--- config.mk ---
export PLATFORM = sky130hd
export DESIGN_NAME = fwp_flash_protect
export DESIGN_NICKNAME = d
export VERILOG_FILES = /design/src/design/fwp_pkg.sv /design/src/design/fwp_flash_protect.sv
export VERILOG_INCLUDE_DIRS = /design/src /design/src/design
export SDC_FILE = /design/constraint.sdc
export NUM_CORES = 2
export LEC_CHECK = 0
export BUFFER_PORTS_ARGS = -buffer_cell sky130_fd_sc_hd__buf_2
export CAP_MARGIN = 10
export CELL_PAD_IN_SITES_DETAIL_PLACEMENT = 0
export CELL_PAD_IN_SITES_GLOBAL_PLACEMENT = 1
export CORE_MARGIN = 1
export CORE_UTILIZATION = 40
export DETAILED_ROUTE_END_ITERATION = 8
export MAX_ROUTING_LAYER = met4
export PLACE_DENSITY = 0.66
export SYNTH_ARGS = -nofsm -noshare
export SYNTH_HDL_FRONTEND = slang
export SYNTH_SLANG_ARGS = --single-unit
--- constraint.sdc ---
create_clock -name sys_clk -period 8.9 [get_ports sys_clk]
set_clock_uncertainty 0.15 [all_clocks]
set_input_delay 1.78 -clock sys_clk [delete_from_list [all_inputs] [get_ports sys_clk]]
set_output_delay 1.78 -clock sys_clk [all_outputs]
set_load 0.01 [all_outputs]
--- src/design/fwp_map.svh ---
// Register offsets, command codes, field positions and timing counts of the flash write guard.
`ifndef FWP_MAP_SVH
`define FWP_MAP_SVH

// ----------------------------------------------------------------------
// Register offsets (byte addresses on the AXI4-Lite bus)
// ----------------------------------------------------------------------
`define FWP_REG_CMD 8'h00
`define FWP_REG_ADDR 8'h04
`define FWP_REG_DATA 8'h08
`define FWP_REG_PWD_LO 8'h0c
`define FWP_REG_PWD_HI 8'h10
`define FWP_REG_STATUS 8'h14
`define FWP_REG_QUERY 8'h18

// ----------------------------------------------------------------------
// Command codes written to the command register
// ----------------------------------------------------------------------
`define FWP_OP_WRITE_ENABLE_CMD 8'h06
`define FWP_OP_WRITE_DISABLE_CMD 8'h04
`define FWP_OP_WRR 8'h01
`define FWP_OP_PP 8'h12
`define FWP_OP_QPP 8'h34
`define FWP_OP_SE 8'hdc
`define FWP_OP_BE 8'h60
`define FWP_OP_OTP_BYTE_PROGRAM_CMD 8'h42
`define FWP_OP_PPBP 8'he3
`define FWP_OP_PPBE 8'he4
`define FWP_OP_DYBW 8'he1
`define FWP_OP_PLBWR 8'ha6
`define FWP_OP_PWDU 8'he9
`define FWP_OP_PWDP 8'he8
`define FWP_OP_ASPP 8'h2f
`define FWP_OP_CLSR 8'h30
`define FWP_OP_SRST 8'hf0

// ----------------------------------------------------------------------
// Field positions and reset values
// ----------------------------------------------------------------------
`define FWP_SR_WIP 0
`define FWP_SR_WEL 1
`define FWP_SR_BP_LO 2
`define FWP_SR_PERR 6
`define FWP_SR_STATUS_WRITE_DISABLE 7
`define FWP_CR_FREEZE 8
`define FWP_CR_TB 13
`define FWP_PROTECTION_MODE_REG_LO 17
`define FWP_LOCK_BIT 24
`define FWP_WP_BIT 25
`define FWP_PROTECTION_MODE_REG_NONE 2'b11
`define FWP_PROTECTION_MODE_REG_BOOT 2'b10
`define FWP_PROTECTION_MODE_REG_PWD 2'b01
`define FWP_PROTECTION_MODE_REG_ILLEGAL 2'b00
`define FWP_PWD_RESET 64'hffff_ffff_ffff_ffff
`define FWP_ALL_ONES_256 256'hffffffff_ffffffff_ffffffff_ffffffff_ffffffff_ffffffff_ffffffff_ffffffff
`define FWP_OTP_LOCK_BASE 8'h04
`define FWP_SECTOR_COUNT 9'h100
`define FWP_BP_ALL 3'h7
`define FWP_BP_NONE 3'h0
`define FWP_RESP_OKAY 2'b00
`define FWP_RESP_SLVERR 2'b10

// ----------------------------------------------------------------------
// Timing: cycles a non-volatile operation keeps the device busy
// ----------------------------------------------------------------------
`define FWP_OP_CYCLES 4'h8

`endif

--- src/design/fwp_pkg.sv ---
// Types shared by the flash write guard and its bench.
`include "fwp_map.svh"

package fwp_pkg;

  // ----------------------------------------------------------------------
  // Commands, states and array request kinds
  // ----------------------------------------------------------------------
  typedef enum logic [1:0] {
    FWP_IDLE,
    FWP_BUSY
  } fwp_state_e;

  typedef enum logic [1:0] {
    FWP_KIND_PROGRAM,
    FWP_KIND_ERASE,
    FWP_KIND_BULK,
    FWP_KIND_OTP
  } fwp_kind_e;

  // Command latched at launch: opcode with its argument words.
  typedef struct packed {
    logic [7:0] op;
    logic [31:0] addr;
    logic [31:0] data;
  } fwp_cmd_s;

  // Request to the array engine, issued only for allowed operations.
  typedef struct packed {
    logic valid;
    fwp_kind_e kind;
    logic [7:0] sector;
    logic [9:0] otpAddr;
    logic [7:0] data;
  } fwp_array_req_s;

endpackage : fwp_pkg

--- src/design/fwp_flash_protect.sv ---
// Write and erase protection logic of a serial NOR flash, with an AXI4-Lite command port.
`include "fwp_map.svh"

module fwp_flash_protect (
  input wire logic sys_clk,
  input wire logic rstn,
  input wire logic hwResetN,
  input wire logic wpN,
  input wire logic [7:0] s_axi_awaddr,
  input wire logic s_axi_awvalid,
  output logic s_axi_awready,
  input wire logic [31:0] s_axi_wdata,
  input wire logic [3:0] s_axi_wstrb,
  input wire logic s_axi_wvalid,
  output logic s_axi_wready,
  output logic [1:0] s_axi_bresp,
  output logic s_axi_bvalid,
  input wire logic s_axi_bready,
  input wire logic [7:0] s_axi_araddr,
  input wire logic s_axi_arvalid,
  output logic s_axi_arready,
  output logic [31:0] s_axi_rdata,
  output logic [1:0] s_axi_rresp,
  output logic s_axi_rvalid,
  input wire logic s_axi_rready,
  output fwp_pkg::fwp_array_req_s arrayReq
);
  import fwp_pkg::*;

  // ----------------------------------------------------------------------
  // Decoding functions
  // ----------------------------------------------------------------------

  // Range protection hit for one sector.
  function automatic logic rangeHit(input logic [7:0] sec, input logic [2:0] bp, input logic tb);
    logic [8:0] cnt;
    cnt = (bp == `FWP_BP_NONE) ? 9'h000 : (`FWP_SECTOR_COUNT >> (`FWP_BP_ALL - bp));
    if (tb) begin
      rangeHit = ({1'b0, sec} < cnt);
    end else begin
      rangeHit = ({1'b0, sec} >= (`FWP_SECTOR_COUNT - cnt));
    end
  endfunction : rangeHit

  // True for a mapped register offset.
  function automatic logic isMapped(input logic [7:0] a);
    isMapped = (a == `FWP_REG_CMD) || (a == `FWP_REG_ADDR) || (a == `FWP_REG_DATA) ||
               (a == `FWP_REG_PWD_LO) || (a == `FWP_REG_PWD_HI) ||
               (a == `FWP_REG_STATUS) || (a == `FWP_REG_QUERY);
  endfunction : isMapped

  // Byte-lane merge of a write into a stored word.
  function automatic logic [31:0] mergeStrb(input logic [31:0] old, input logic [31:0] nw,
                                            input logic [3:0] strb);
    for (int i = 0; i < 4; i++) begin
      mergeStrb[i*8 +: 8] = strb[i] ? nw[i*8 +: 8] : old[i*8 +: 8];
    end
  endfunction : mergeStrb

  // ----------------------------------------------------------------------
  // State
  // ----------------------------------------------------------------------
  logic awHeld_q, wHeld_q;
  logic [7:0] awAddr_q;
  logic [31:0] wData_q;
  logic [3:0] wStrb_q;
  logic [31:0] argAddr_q, argData_q, pwdLo_q, pwdHi_q;
  fwp_state_e state_q;
  logic [3:0] cnt_q;
  fwp_cmd_s cmd_q;
  logic wel_q, perr_q, status_write_disable_q, tb_q, freeze_q, lock_q;
  logic [2:0] bp_q;
  logic [1:0] protection_mode_reg_q;
  logic [63:0] pwd_q;
  logic [255:0] ppb_q, dyb_q;
  logic [31:0] otpLock_q;
  logic doWrite, launch, done, go, fail, anyProt, secProt, otpLocked, pwdMode, regLocked;
  logic [31:0] readWord;

  // ----------------------------------------------------------------------
  // AXI4-Lite write channels
  // ----------------------------------------------------------------------

  // Address and data are taken in either order; the response follows both.
  assign doWrite = awHeld_q && wHeld_q && !s_axi_bvalid;
  assign launch = doWrite && (awAddr_q == `FWP_REG_CMD) && wStrb_q[0] && (state_q == FWP_IDLE);

  always_ff @(posedge sys_clk or negedge rstn) begin
    if (!rstn) begin
      awHeld_q <= 1'b0;
      wHeld_q <= 1'b0;
      awAddr_q <= 8'h00;
      wData_q <= 32'h0000_0000;
      wStrb_q <= 4'h0;
      s_axi_awready <= 1'b1;
      s_axi_wready <= 1'b1;
      s_axi_bvalid <= 1'b0;
      s_axi_bresp <= `FWP_RESP_OKAY;
    end else begin
      if (s_axi_awvalid && s_axi_awready) begin
        awHeld_q <= 1'b1;
        awAddr_q <= s_axi_awaddr;
        s_axi_awready <= 1'b0;
      end
      if (s_axi_wvalid && s_axi_wready) begin
        wHeld_q <= 1'b1;
        wData_q <= s_axi_wdata;
        wStrb_q <= s_axi_wstrb;
        s_axi_wready <= 1'b0;
      end
      if (doWrite) begin
        awHeld_q <= 1'b0;
        wHeld_q <= 1'b0;
        s_axi_bvalid <= 1'b1;
        s_axi_bresp <= isMapped(awAddr_q) ? `FWP_RESP_OKAY : `FWP_RESP_SLVERR;
      end
      // Ready returns only after the response is taken, so one write is in flight.
      if (s_axi_bvalid && s_axi_bready) begin
        s_axi_bvalid <= 1'b0;
        s_axi_awready <= 1'b1;
        s_axi_wready <= 1'b1;
      end
    end
  end

  // Argument registers; a command uses the address and data values standing at launch, and the password words as they stand at completion.
  always_ff @(posedge sys_clk or negedge rstn) begin
    if (!rstn) begin
      argAddr_q <= 32'h0000_0000;
      argData_q <= 32'h0000_0000;
      pwdLo_q <= 32'h0000_0000;
      pwdHi_q <= 32'h0000_0000;
    end else if (doWrite) begin
      if (awAddr_q == `FWP_REG_ADDR) begin
        argAddr_q <= mergeStrb(argAddr_q, wData_q, wStrb_q);
      end
      if (awAddr_q == `FWP_REG_DATA) begin
        argData_q <= mergeStrb(argData_q, wData_q, wStrb_q);
      end
      if (awAddr_q == `FWP_REG_PWD_LO) begin
        pwdLo_q <= mergeStrb(pwdLo_q, wData_q, wStrb_q);
      end
      if (awAddr_q == `FWP_REG_PWD_HI) begin
        pwdHi_q <= mergeStrb(pwdHi_q, wData_q, wStrb_q);
      end
    end
  end

  // ----------------------------------------------------------------------
  // AXI4-Lite read channels
  // ----------------------------------------------------------------------

  // Status word and the protection view of the sector named in the address register.
  always_comb begin
    readWord = 32'h0000_0000;
    unique case (s_axi_araddr)
      `FWP_REG_ADDR: readWord = argAddr_q;
      `FWP_REG_DATA: readWord = argData_q;
      `FWP_REG_STATUS: begin
        readWord[`FWP_SR_WIP] = (state_q == FWP_BUSY);
        readWord[`FWP_SR_WEL] = wel_q;
        readWord[`FWP_SR_BP_LO +: 3] = bp_q;
        readWord[`FWP_SR_PERR] = perr_q;
        readWord[`FWP_SR_STATUS_WRITE_DISABLE] = status_write_disable_q;
        readWord[`FWP_CR_FREEZE] = freeze_q;
        readWord[`FWP_CR_TB] = tb_q;
        readWord[`FWP_PROTECTION_MODE_REG_LO +: 2] = protection_mode_reg_q;
        readWord[`FWP_LOCK_BIT] = lock_q;
        readWord[`FWP_WP_BIT] = wpN;
      end
      `FWP_REG_QUERY: begin
        readWord[0] = rangeHit(argAddr_q[7:0], bp_q, tb_q) || !ppb_q[argAddr_q[7:0]] ||
                      !dyb_q[argAddr_q[7:0]];
        readWord[1] = rangeHit(argAddr_q[7:0], bp_q, tb_q);
        readWord[2] = ppb_q[argAddr_q[7:0]];
        readWord[3] = dyb_q[argAddr_q[7:0]];
      end
      default: readWord = 32'h0000_0000; // Password words and the command read as zero.
    endcase
  end

  always_ff @(posedge sys_clk or negedge rstn) begin
    if (!rstn) begin
      s_axi_arready <= 1'b1;
      s_axi_rvalid <= 1'b0;
      s_axi_rdata <= 32'h0000_0000;
      s_axi_rresp <= `FWP_RESP_OKAY;
    end else if (s_axi_arvalid && s_axi_arready) begin
      s_axi_arready <= 1'b0;
      s_axi_rvalid <= 1'b1;
      s_axi_rdata <= readWord;
      s_axi_rresp <= isMapped(s_axi_araddr) ? `FWP_RESP_OKAY : `FWP_RESP_SLVERR;
    end else if (s_axi_rvalid && s_axi_rready) begin
      s_axi_rvalid <= 1'b0;
      s_axi_arready <= 1'b1;
    end
  end

  // ----------------------------------------------------------------------
  // Command sequencer
  // ----------------------------------------------------------------------

  // Every command is busy for a fixed time; commands arriving meanwhile are dropped.
  assign done = (state_q == FWP_BUSY) && (cnt_q == 4'h1);

  always_ff @(posedge sys_clk or negedge rstn) begin
    if (!rstn) begin
      state_q <= FWP_IDLE;
      cnt_q <= 4'h0;
      cmd_q <= '0;
    end else if (!hwResetN) begin
      state_q <= FWP_IDLE;
      cnt_q <= 4'h0;
    end else begin
      unique case (state_q)
        FWP_IDLE: begin
          if (launch) begin
            state_q <= FWP_BUSY;
            cnt_q <= `FWP_OP_CYCLES;
            cmd_q <= '{op: wData_q[7:0], addr: argAddr_q, data: argData_q};
          end
        end
        FWP_BUSY: begin
          cnt_q <= cnt_q - 4'h1;
          if (done) begin
            state_q <= FWP_IDLE;
          end
        end
      endcase
    end
  end

  // ----------------------------------------------------------------------
  // Protection decisions for the command being completed
  // ----------------------------------------------------------------------

  assign pwdMode = (protection_mode_reg_q == `FWP_PROTECTION_MODE_REG_PWD);
  assign regLocked = !wpN && status_write_disable_q;
  assign secProt = rangeHit(cmd_q.addr[7:0], bp_q, tb_q) || !ppb_q[cmd_q.addr[7:0]] ||
                   !dyb_q[cmd_q.addr[7:0]];

  // Region 0 lower half carries no lock bit; its upper half sits under lock bit 0.
  assign otpLocked = (cmd_q.addr[9:4] != 6'h00) && !otpLock_q[cmd_q.addr[9:5]];

  // Bulk erase is refused if any single sector is protected.
  always_comb begin
    anyProt = 1'b0;
    for (int s = 0; s < int'(`FWP_SECTOR_COUNT); s++) begin
      anyProt = anyProt || rangeHit(8'(s), bp_q, tb_q) || !ppb_q[s] || !dyb_q[s];
    end
  end

  // All commands except write enable/disable, CLSR, SRST and the password unlock (PWDU) need the latch.
  always_comb begin
    unique case (cmd_q.op)
      `FWP_OP_WRITE_ENABLE_CMD, `FWP_OP_WRITE_DISABLE_CMD, `FWP_OP_CLSR, `FWP_OP_SRST, `FWP_OP_PWDU: go = 1'b1;
      default: go = wel_q;
    endcase
  end

  always_comb begin
    unique case (cmd_q.op)
      `FWP_OP_PP, `FWP_OP_QPP, `FWP_OP_SE: fail = secProt;
      `FWP_OP_BE: fail = anyProt;
      `FWP_OP_OTP_BYTE_PROGRAM_CMD: fail = freeze_q || otpLocked;
      `FWP_OP_PPBP, `FWP_OP_PPBE: fail = !lock_q;
      `FWP_OP_PWDU: fail = !pwdMode || ({pwdHi_q, pwdLo_q} != pwd_q);
      `FWP_OP_PWDP: fail = (protection_mode_reg_q != `FWP_PROTECTION_MODE_REG_NONE);
      `FWP_OP_ASPP: fail = (protection_mode_reg_q != `FWP_PROTECTION_MODE_REG_NONE) ||
                           ((protection_mode_reg_q & cmd_q.data[2:1]) == `FWP_PROTECTION_MODE_REG_ILLEGAL);
      default: fail = 1'b0;
    endcase
  end

  // ----------------------------------------------------------------------
  // Write enable latch and program error flag
  // ----------------------------------------------------------------------

  always_ff @(posedge sys_clk or negedge rstn) begin
    if (!rstn) begin
      wel_q <= 1'b0;
    end else if (!hwResetN) begin
      wel_q <= 1'b0;
    end else if (done) begin
      unique case (cmd_q.op)
        `FWP_OP_WRITE_ENABLE_CMD: wel_q <= 1'b1;
        `FWP_OP_SRST, `FWP_OP_PP, `FWP_OP_SE, `FWP_OP_BE, `FWP_OP_WRITE_DISABLE_CMD, `FWP_OP_WRR,
        `FWP_OP_QPP, `FWP_OP_OTP_BYTE_PROGRAM_CMD: wel_q <= 1'b0;
        default: wel_q <= wel_q;
      endcase
    end
  end

  // A failing completion sets the flag ahead of a CLSR or SRST clear; a hardware reset in the same cycle clears it instead.
  always_ff @(posedge sys_clk or negedge rstn) begin
    if (!rstn) begin
      perr_q <= 1'b0;
    end else if (!hwResetN) begin
      perr_q <= 1'b0;
    end else if (done && go && fail) begin
      perr_q <= 1'b1;
    end else if (done && ((cmd_q.op == `FWP_OP_CLSR) || (cmd_q.op == `FWP_OP_SRST))) begin
      perr_q <= 1'b0;
    end
  end

  // ----------------------------------------------------------------------
  // Range protection, freeze and status write disable
  // ----------------------------------------------------------------------

  // Freeze only falls at power-on; hardware reset keeps it. Frozen range bits are dropped silently.
  always_ff @(posedge sys_clk or negedge rstn) begin
    if (!rstn) begin
      freeze_q <= 1'b0;
      bp_q <= `FWP_BP_NONE;
      tb_q <= 1'b0;
      status_write_disable_q <= 1'b0;
    end else if (done && go && (cmd_q.op == `FWP_OP_WRR) && !regLocked) begin
      status_write_disable_q <= cmd_q.data[`FWP_SR_STATUS_WRITE_DISABLE];
      freeze_q <= freeze_q || cmd_q.data[`FWP_CR_FREEZE];
      if (!freeze_q) begin
        bp_q <= cmd_q.data[`FWP_SR_BP_LO +: 3];
        tb_q <= cmd_q.data[`FWP_CR_TB];
      end
    end
  end

  // ----------------------------------------------------------------------
  // Persistent-bit lock, mode register and password
  // ----------------------------------------------------------------------

  // Software reset is deliberately absent here so the lock survives it.
  always_ff @(posedge sys_clk or negedge rstn) begin
    if (!rstn) begin
      lock_q <= 1'b1;
    end else if (!hwResetN) begin
      lock_q <= !pwdMode;
    end else if (done && go && !fail) begin
      if (cmd_q.op == `FWP_OP_PLBWR) begin
        lock_q <= 1'b0;
      end else if (cmd_q.op == `FWP_OP_PWDU) begin
        lock_q <= 1'b1;
      end
    end
  end

  // One-time bits only ever program ones to zeros.
  always_ff @(posedge sys_clk or negedge rstn) begin
    if (!rstn) begin
      protection_mode_reg_q <= `FWP_PROTECTION_MODE_REG_NONE;
      pwd_q <= `FWP_PWD_RESET;
    end else if (done && go && !fail) begin
      if (cmd_q.op == `FWP_OP_ASPP) begin
        protection_mode_reg_q <= protection_mode_reg_q & cmd_q.data[2:1];
      end
      if (cmd_q.op == `FWP_OP_PWDP) begin
        pwd_q <= pwd_q & {pwdHi_q, pwdLo_q};
      end
    end
  end

  // ----------------------------------------------------------------------
  // Per-sector bits and OTP lock bytes
  // ----------------------------------------------------------------------

  always_ff @(posedge sys_clk or negedge rstn) begin
    if (!rstn) begin
      ppb_q <= `FWP_ALL_ONES_256;
    end else if (done && go && !fail && (cmd_q.op == `FWP_OP_PPBP)) begin
      ppb_q[cmd_q.addr[7:0]] <= 1'b0;
    end else if (done && go && !fail && (cmd_q.op == `FWP_OP_PPBE)) begin
      ppb_q <= `FWP_ALL_ONES_256;
    end
  end

  // Volatile bits return to unprotected on any reset, software reset included.
  always_ff @(posedge sys_clk or negedge rstn) begin
    if (!rstn) begin
      dyb_q <= `FWP_ALL_ONES_256;
    end else if (!hwResetN || (done && (cmd_q.op == `FWP_OP_SRST))) begin
      dyb_q <= `FWP_ALL_ONES_256;
    end else if (done && go && (cmd_q.op == `FWP_OP_DYBW)) begin
      dyb_q[cmd_q.addr[7:0]] <= cmd_q.data[0];
    end
  end

  // Lock bytes live at 0x10..0x13; a program can only clear bits.
  always_ff @(posedge sys_clk or negedge rstn) begin
    if (!rstn) begin
      otpLock_q <= 32'hffff_ffff;
    end else if (done && go && !fail && (cmd_q.op == `FWP_OP_OTP_BYTE_PROGRAM_CMD) &&
                 (cmd_q.addr[9:2] == `FWP_OTP_LOCK_BASE)) begin
      otpLock_q[{cmd_q.addr[1:0], 3'h0} +: 8] <=
        otpLock_q[{cmd_q.addr[1:0], 3'h0} +: 8] & cmd_q.data[7:0];
    end
  end

  // ----------------------------------------------------------------------
  // Array request
  // ----------------------------------------------------------------------

  // Only allowed program and erase operations reach the array engine.
  always_ff @(posedge sys_clk or negedge rstn) begin
    if (!rstn) begin
      arrayReq <= '0;
    end else begin
      arrayReq.valid <= 1'b0;
      if (done && go && !fail) begin
        arrayReq.sector <= cmd_q.addr[7:0];
        arrayReq.otpAddr <= cmd_q.addr[9:0];
        arrayReq.data <= cmd_q.data[7:0];
        unique case (cmd_q.op)
          `FWP_OP_PP, `FWP_OP_QPP: begin
            arrayReq.valid <= 1'b1;
            arrayReq.kind <= FWP_KIND_PROGRAM;
          end
          `FWP_OP_SE: begin
            arrayReq.valid <= 1'b1;
            arrayReq.kind <= FWP_KIND_ERASE;
          end
          `FWP_OP_BE: begin
            arrayReq.valid <= 1'b1;
            arrayReq.kind <= FWP_KIND_BULK;
          end
          `FWP_OP_OTP_BYTE_PROGRAM_CMD: begin
            arrayReq.valid <= 1'b1;
            arrayReq.kind <= FWP_KIND_OTP;
          end
          default: arrayReq.valid <= 1'b0;
        endcase
      end
    end
  end

endmodule : fwp_flash_protect

==> results.txt <==
The worst hold path belongs to the class reg -> reg. The DRC violation count after routing is 0. OpenSTA, run right after detailed placement, puts the worst setup slack at 2.67 ns. Setup repair after global routing left no endpoint under its margin. Dividing the detail-routed wire length by the instance count gives 28.6 um. The met3 global-route usage is 0.0579. The layer flagged by global routing as most heavily used is met2. The worst setup path is captured at a flop. The die outline area is 122000 um^2. The largest buffer count on any clock path came out at 3.

The total clock buffers created by CTS came out at 100. The total I/O pin count is 131. The post-CTS setup buffer count came out at 0. The flow ran to the end, and the final reports show no timing, DRC or antenna violations. After clock tree synthesis, the repair step resized 0 gates. The horizontal die dimension came out at 349 um.

The warning count from the yosys run came out at 0. Of the total power, registers draw 0.473. The slew at the pin closest to its max-slew limit is 1.32 ns.

The worst pin sits at a relative slew slack of 0.115. The number of nets in the layout came out at 4708. Across the run, the number of max-cap violations was 0. The count of input and output buffers is 128. The vias per cell is 6.15. In this run, the number of DRC markers left after iteration 0 of detailed routing was 4100. The standard cell core area is 119000 um^2. The floorplan die height came out at 349 um. The routed layout has 38400 vias.

Setup slack closes at 2.59 ns. Overall power consumption after layout is estimated at 9.52 mW. The number of failing setup endpoints in the final timing report is 0. The fraction of power consumed by combinational cells is 0.073. The worst voltage drop across the vdd grid came out at 0.150 mV.

Of the total power, the share spent switching nets is 0.267. The detailed placement HPWL came out at 115000 um. The average instance area after synthesis came out at 10.4 um^2. The signed area change from the synthesized netlist to the final layout came out at 10.8%. The number of core rows is 126. The mapped cell area came out at 48200 um^2. The number of buffers inserted for hold repair after clock tree synthesis is 0. The count of final hold-check violations is 0. The final max-slew violation count is 0. The overall routed net length came out at 178000 um. Dividing the final minimum period by the clock period gives 0.710. The clock-pin slew on the worst setup and hold paths came out at 0.07 ns. For the worst setup path, the data arrival time is 6.81 ns.

The clock root buffer is sky130_fd_sc_hd__clkbuf_16. The leftover overflow at the end of global routing came out at 0. The fmax came out at 158 MHz. STA classifies the critical path startpoint as a flop. The total power per unit cell area is 178 nW/um^2.

The weighted congestion reported at the end of routability-driven placement came out at 0.950. Summed over all failing endpoints, the final setup total negative slack is 0 ns. The count of nets left with antenna violations once routing finished came out at 0. The global router's overall resource usage is 0.300. Synthesis inferred 886 register bits. By startpoint and endpoint, the worst setup path is classified as reg -> reg. The number of levels in the clock H-tree is 3. The number of different library cells in the post-synthesis netlist came out at 82. The clock sink count is 886. The first-pass iteration count of the detailed router is 6. The number of flops mapped to enable cells by yosys came out at 0.

The analysis attributes to cell leakage a power of 21.6 nW. The global routing usage on met2 came out at 0.443. The via count of the first global-routing pass is 36900. The share of flip-flops with an asynchronous set or reset is 1.00.

The insertion delay of the later-clocked pin in the worst-skew pair is 0.73 ns. The number of filler cells placed in the layout came out at 11300. The ratio of cells with drive above 1 in the final layout is 0.330. The initial cell density of the core is 0.406. The number of antenna violations at the first check in global routing was 1.

The most used flip-flop cell after synthesis is sky130_fd_sc_hd__dfstp_2. TritonCTS built the clock tree. The switching power came out at 2.54 mW. The required time of the worst setup path is 9.39 ns. In the synthesized netlist, the number of instances is 4633.

The wire length of the first global-routing pass came out at 263000 um. Cell internal power was estimated by the tool at 6.98 mW. The smallest clock period supported by the final layout is computed as 6.31 ns. Entering global routing, the biggest net connects 179 pins. The met1 usage is 0.406. The maximum fanout along the worst path is 139.

The sequential area share after synthesis is 0.476. The share of power burned in the clock network came out at 0.454.
state kept, by name, summed over array words and instances, names as in the netlist, 2 cells and up:
| name | cells |
|---|---|
| cnt_q | 4 |
| awAddr_q | 8 |
| wStrb_q | 4 |
| argAddr_q | 32 |
| bp_q | 3 |
| pwdHi_q | 32 |
| s_axi_rdata | 32 |
| pwd_q | 64 |
| pwdLo_q | 32 |
| cmd_q | 28 |
| wData_q | 32 |
| arrayReq | 21 |
| dyb_q | 256 |
| ppb_q | 256 |
| otpLock_q | 32 |
| argData_q | 32 |
| protection_mode_reg_q | 2 |
cell usage in the layout (no fill, tap or decap), types with 67 or more instances in the layout:
master	instances
sky130_fd_sc_hd__a22oi_1	106
sky130_fd_sc_hd__nand4_1	127
sky130_fd_sc_hd__o21ai_0	345
sky130_fd_sc_hd__nor2_1	306
sky130_fd_sc_hd__buf_4	85
sky130_fd_sc_hd__a21o_1	259
sky130_fd_sc_hd__dfstp_2	614
sky130_fd_sc_hd__clkbuf_16	100
sky130_fd_sc_hd__mux2_2	225
sky130_fd_sc_hd__nand2_1	771
sky130_fd_sc_hd__buf_2	127
sky130_fd_sc_hd__mux4_2	187
sky130_fd_sc_hd__dfrtp_1	265
sky130_fd_sc_hd__nand3_1	349
sky130_fd_sc_hd__a21oi_1	67
sky130_fd_sc_hd__ha_1	97
power groups by stage:
stage	combinational, mW	sequential [mW]	clock, mW
finish	0.694	4.50	4.32
global route	0.755	4.53	4.55
CTS	0.700	4.51	4.40
detailed placement	0.698	4.57	0
global placement	0.691	4.56	0
floorplan	0.439	4.41	0
layer usage:
layer / up-vias / part of all wire
met1: 19500 / 0.42
li1: 16600 / -
met3: 388 / 0.086
met5: - / 0
met2: 1910 / 0.45
met4: 0 / 0.043
cell usage after synthesis (26+ instances only):
cell type / count / area, um^2
sky130_fd_sc_hd__a21o_1: 259 / 1940
sky130_fd_sc_hd__a21oi_1: 67 / 335
sky130_fd_sc_hd__a22oi_1: 106 / 796
sky130_fd_sc_hd__buf_1: 36 / 135
sky130_fd_sc_hd__buf_2: 54 / 270
sky130_fd_sc_hd__buf_4: 30 / 225
sky130_fd_sc_hd__clkbuf_1: 264 / 991
sky130_fd_sc_hd__dfrtp_1: 272 / 6810
sky130_fd_sc_hd__dfstp_2: 614 / 16100
sky130_fd_sc_hd__ha_1: 97 / 1210
sky130_fd_sc_hd__mux2_2: 225 / 2530
sky130_fd_sc_hd__mux2_4: 60 / 901
sky130_fd_sc_hd__mux4_2: 187 / 4210
sky130_fd_sc_hd__nand2_1: 778 / 2920
sky130_fd_sc_hd__nand3_1: 349 / 1750
sky130_fd_sc_hd__nand4_1: 127 / 795
sky130_fd_sc_hd__nor2_1: 308 / 1160
sky130_fd_sc_hd__nor2b_1: 26 / 163
sky130_fd_sc_hd__nor4_1: 63 / 394
sky130_fd_sc_hd__o211ai_1: 40 / 300
sky130_fd_sc_hd__o21ai_0: 345 / 1730
sky130_fd_sc_hd__o31ai_1: 33 / 248
final cells by class:
type,instances,area (um^2),share of cell area
Antenna cell,3,7.51,0.000141
Clock buffer,152,2960,0.0554
Clock inverter,35,489,0.00916
Inverter,21,78.8,0.00148
Multi-Input combinational cell,3317,23400,0.438
Sequential cell,886,23000,0.430
Tap cell,1600,2000,0.0375
Timing Repair Buffer,224,1510,0.0282
worst paths after layout:
path	startpoint	end	slack, ns	depth (start not counted)
worst max-delay path	bp_q[2]$_DFFE_PN0P_	ppb_q[187]$_DFFE_PN1P_	2.59	13
worst min-delay path	s_axi_rdata[21]$_DFFE_PN0P_	s_axi_rdata[21]$_DFFE_PN0P_	0.32	2
worst max register to register	bp_q[2]$_DFFE_PN0P_	ppb_q[187]$_DFFE_PN1P_	2.59	13
max in group asynchronous	rstn	dyb_q[183]$_DFFE_PN1P_	5.74	3
min in group asynchronous	rstn	arrayReq[24]$_DFFE_PN0P_	1.01	1
worst min register to register	s_axi_rdata[21]$_DFFE_PN0P_	s_axi_rdata[21]$_DFFE_PN0P_	0.32	2
cell families (layout without fill, tap and decap cells):
kind of cell               count (synthesis)  after routing  synth area share
muxes                                    487            487             0.162
xor gates and xnor gates                   4              4          0.000727
other                                      1              5         0.0000778
buffers and inverters                    431            432            0.0412
DFF                                      886            886             0.476
AOI/OAI and AO/OA                        952            952             0.128
and+or+nand+nor                         1775           1775             0.167
adders and majority gates                 97             97            0.0252
per-stage QoR:
step | util | hold slack, ns | area (um^2) | cells
finish | 0.450 | 0.323 | 53400 | 6238
detailed placement | 0.420 | 0.316 | 49900 | 6044
global route | 0.450 | 0.350 | 53400 | 6235
CTS | 0.449 | 0.329 | 53300 | 6231
floorplan | - | 0.294 | 48200 | 4634
global placement | 0.420 | 0.309 | 49900 | 6044
critical path: stages, from the launching register on:
cell and delay [ns]:
sky130_fd_sc_hd__dfrtp_1 0.58, sky130_fd_sc_hd__or3b_2 0.60, sky130_fd_sc_hd__ha_1 0.32, sky130_fd_sc_hd__nand4b_1 0.24, sky130_fd_sc_hd__a21oi_1 0.57, sky130_fd_sc_hd__o32ai_1 0.20
sky130_fd_sc_hd__or4_1 0.43, sky130_fd_sc_hd__nor4_1 0.61, sky130_fd_sc_hd__a41o_1 0.41, sky130_fd_sc_hd__nand4_1 0.12, sky130_fd_sc_hd__buf_4 0.28, sky130_fd_sc_hd__nor3_4 0.77
sky130_fd_sc_hd__buf_12 0.53, sky130_fd_sc_hd__a21o_1 0.15
Note: power is estimated with default switching activity, not from simulation.
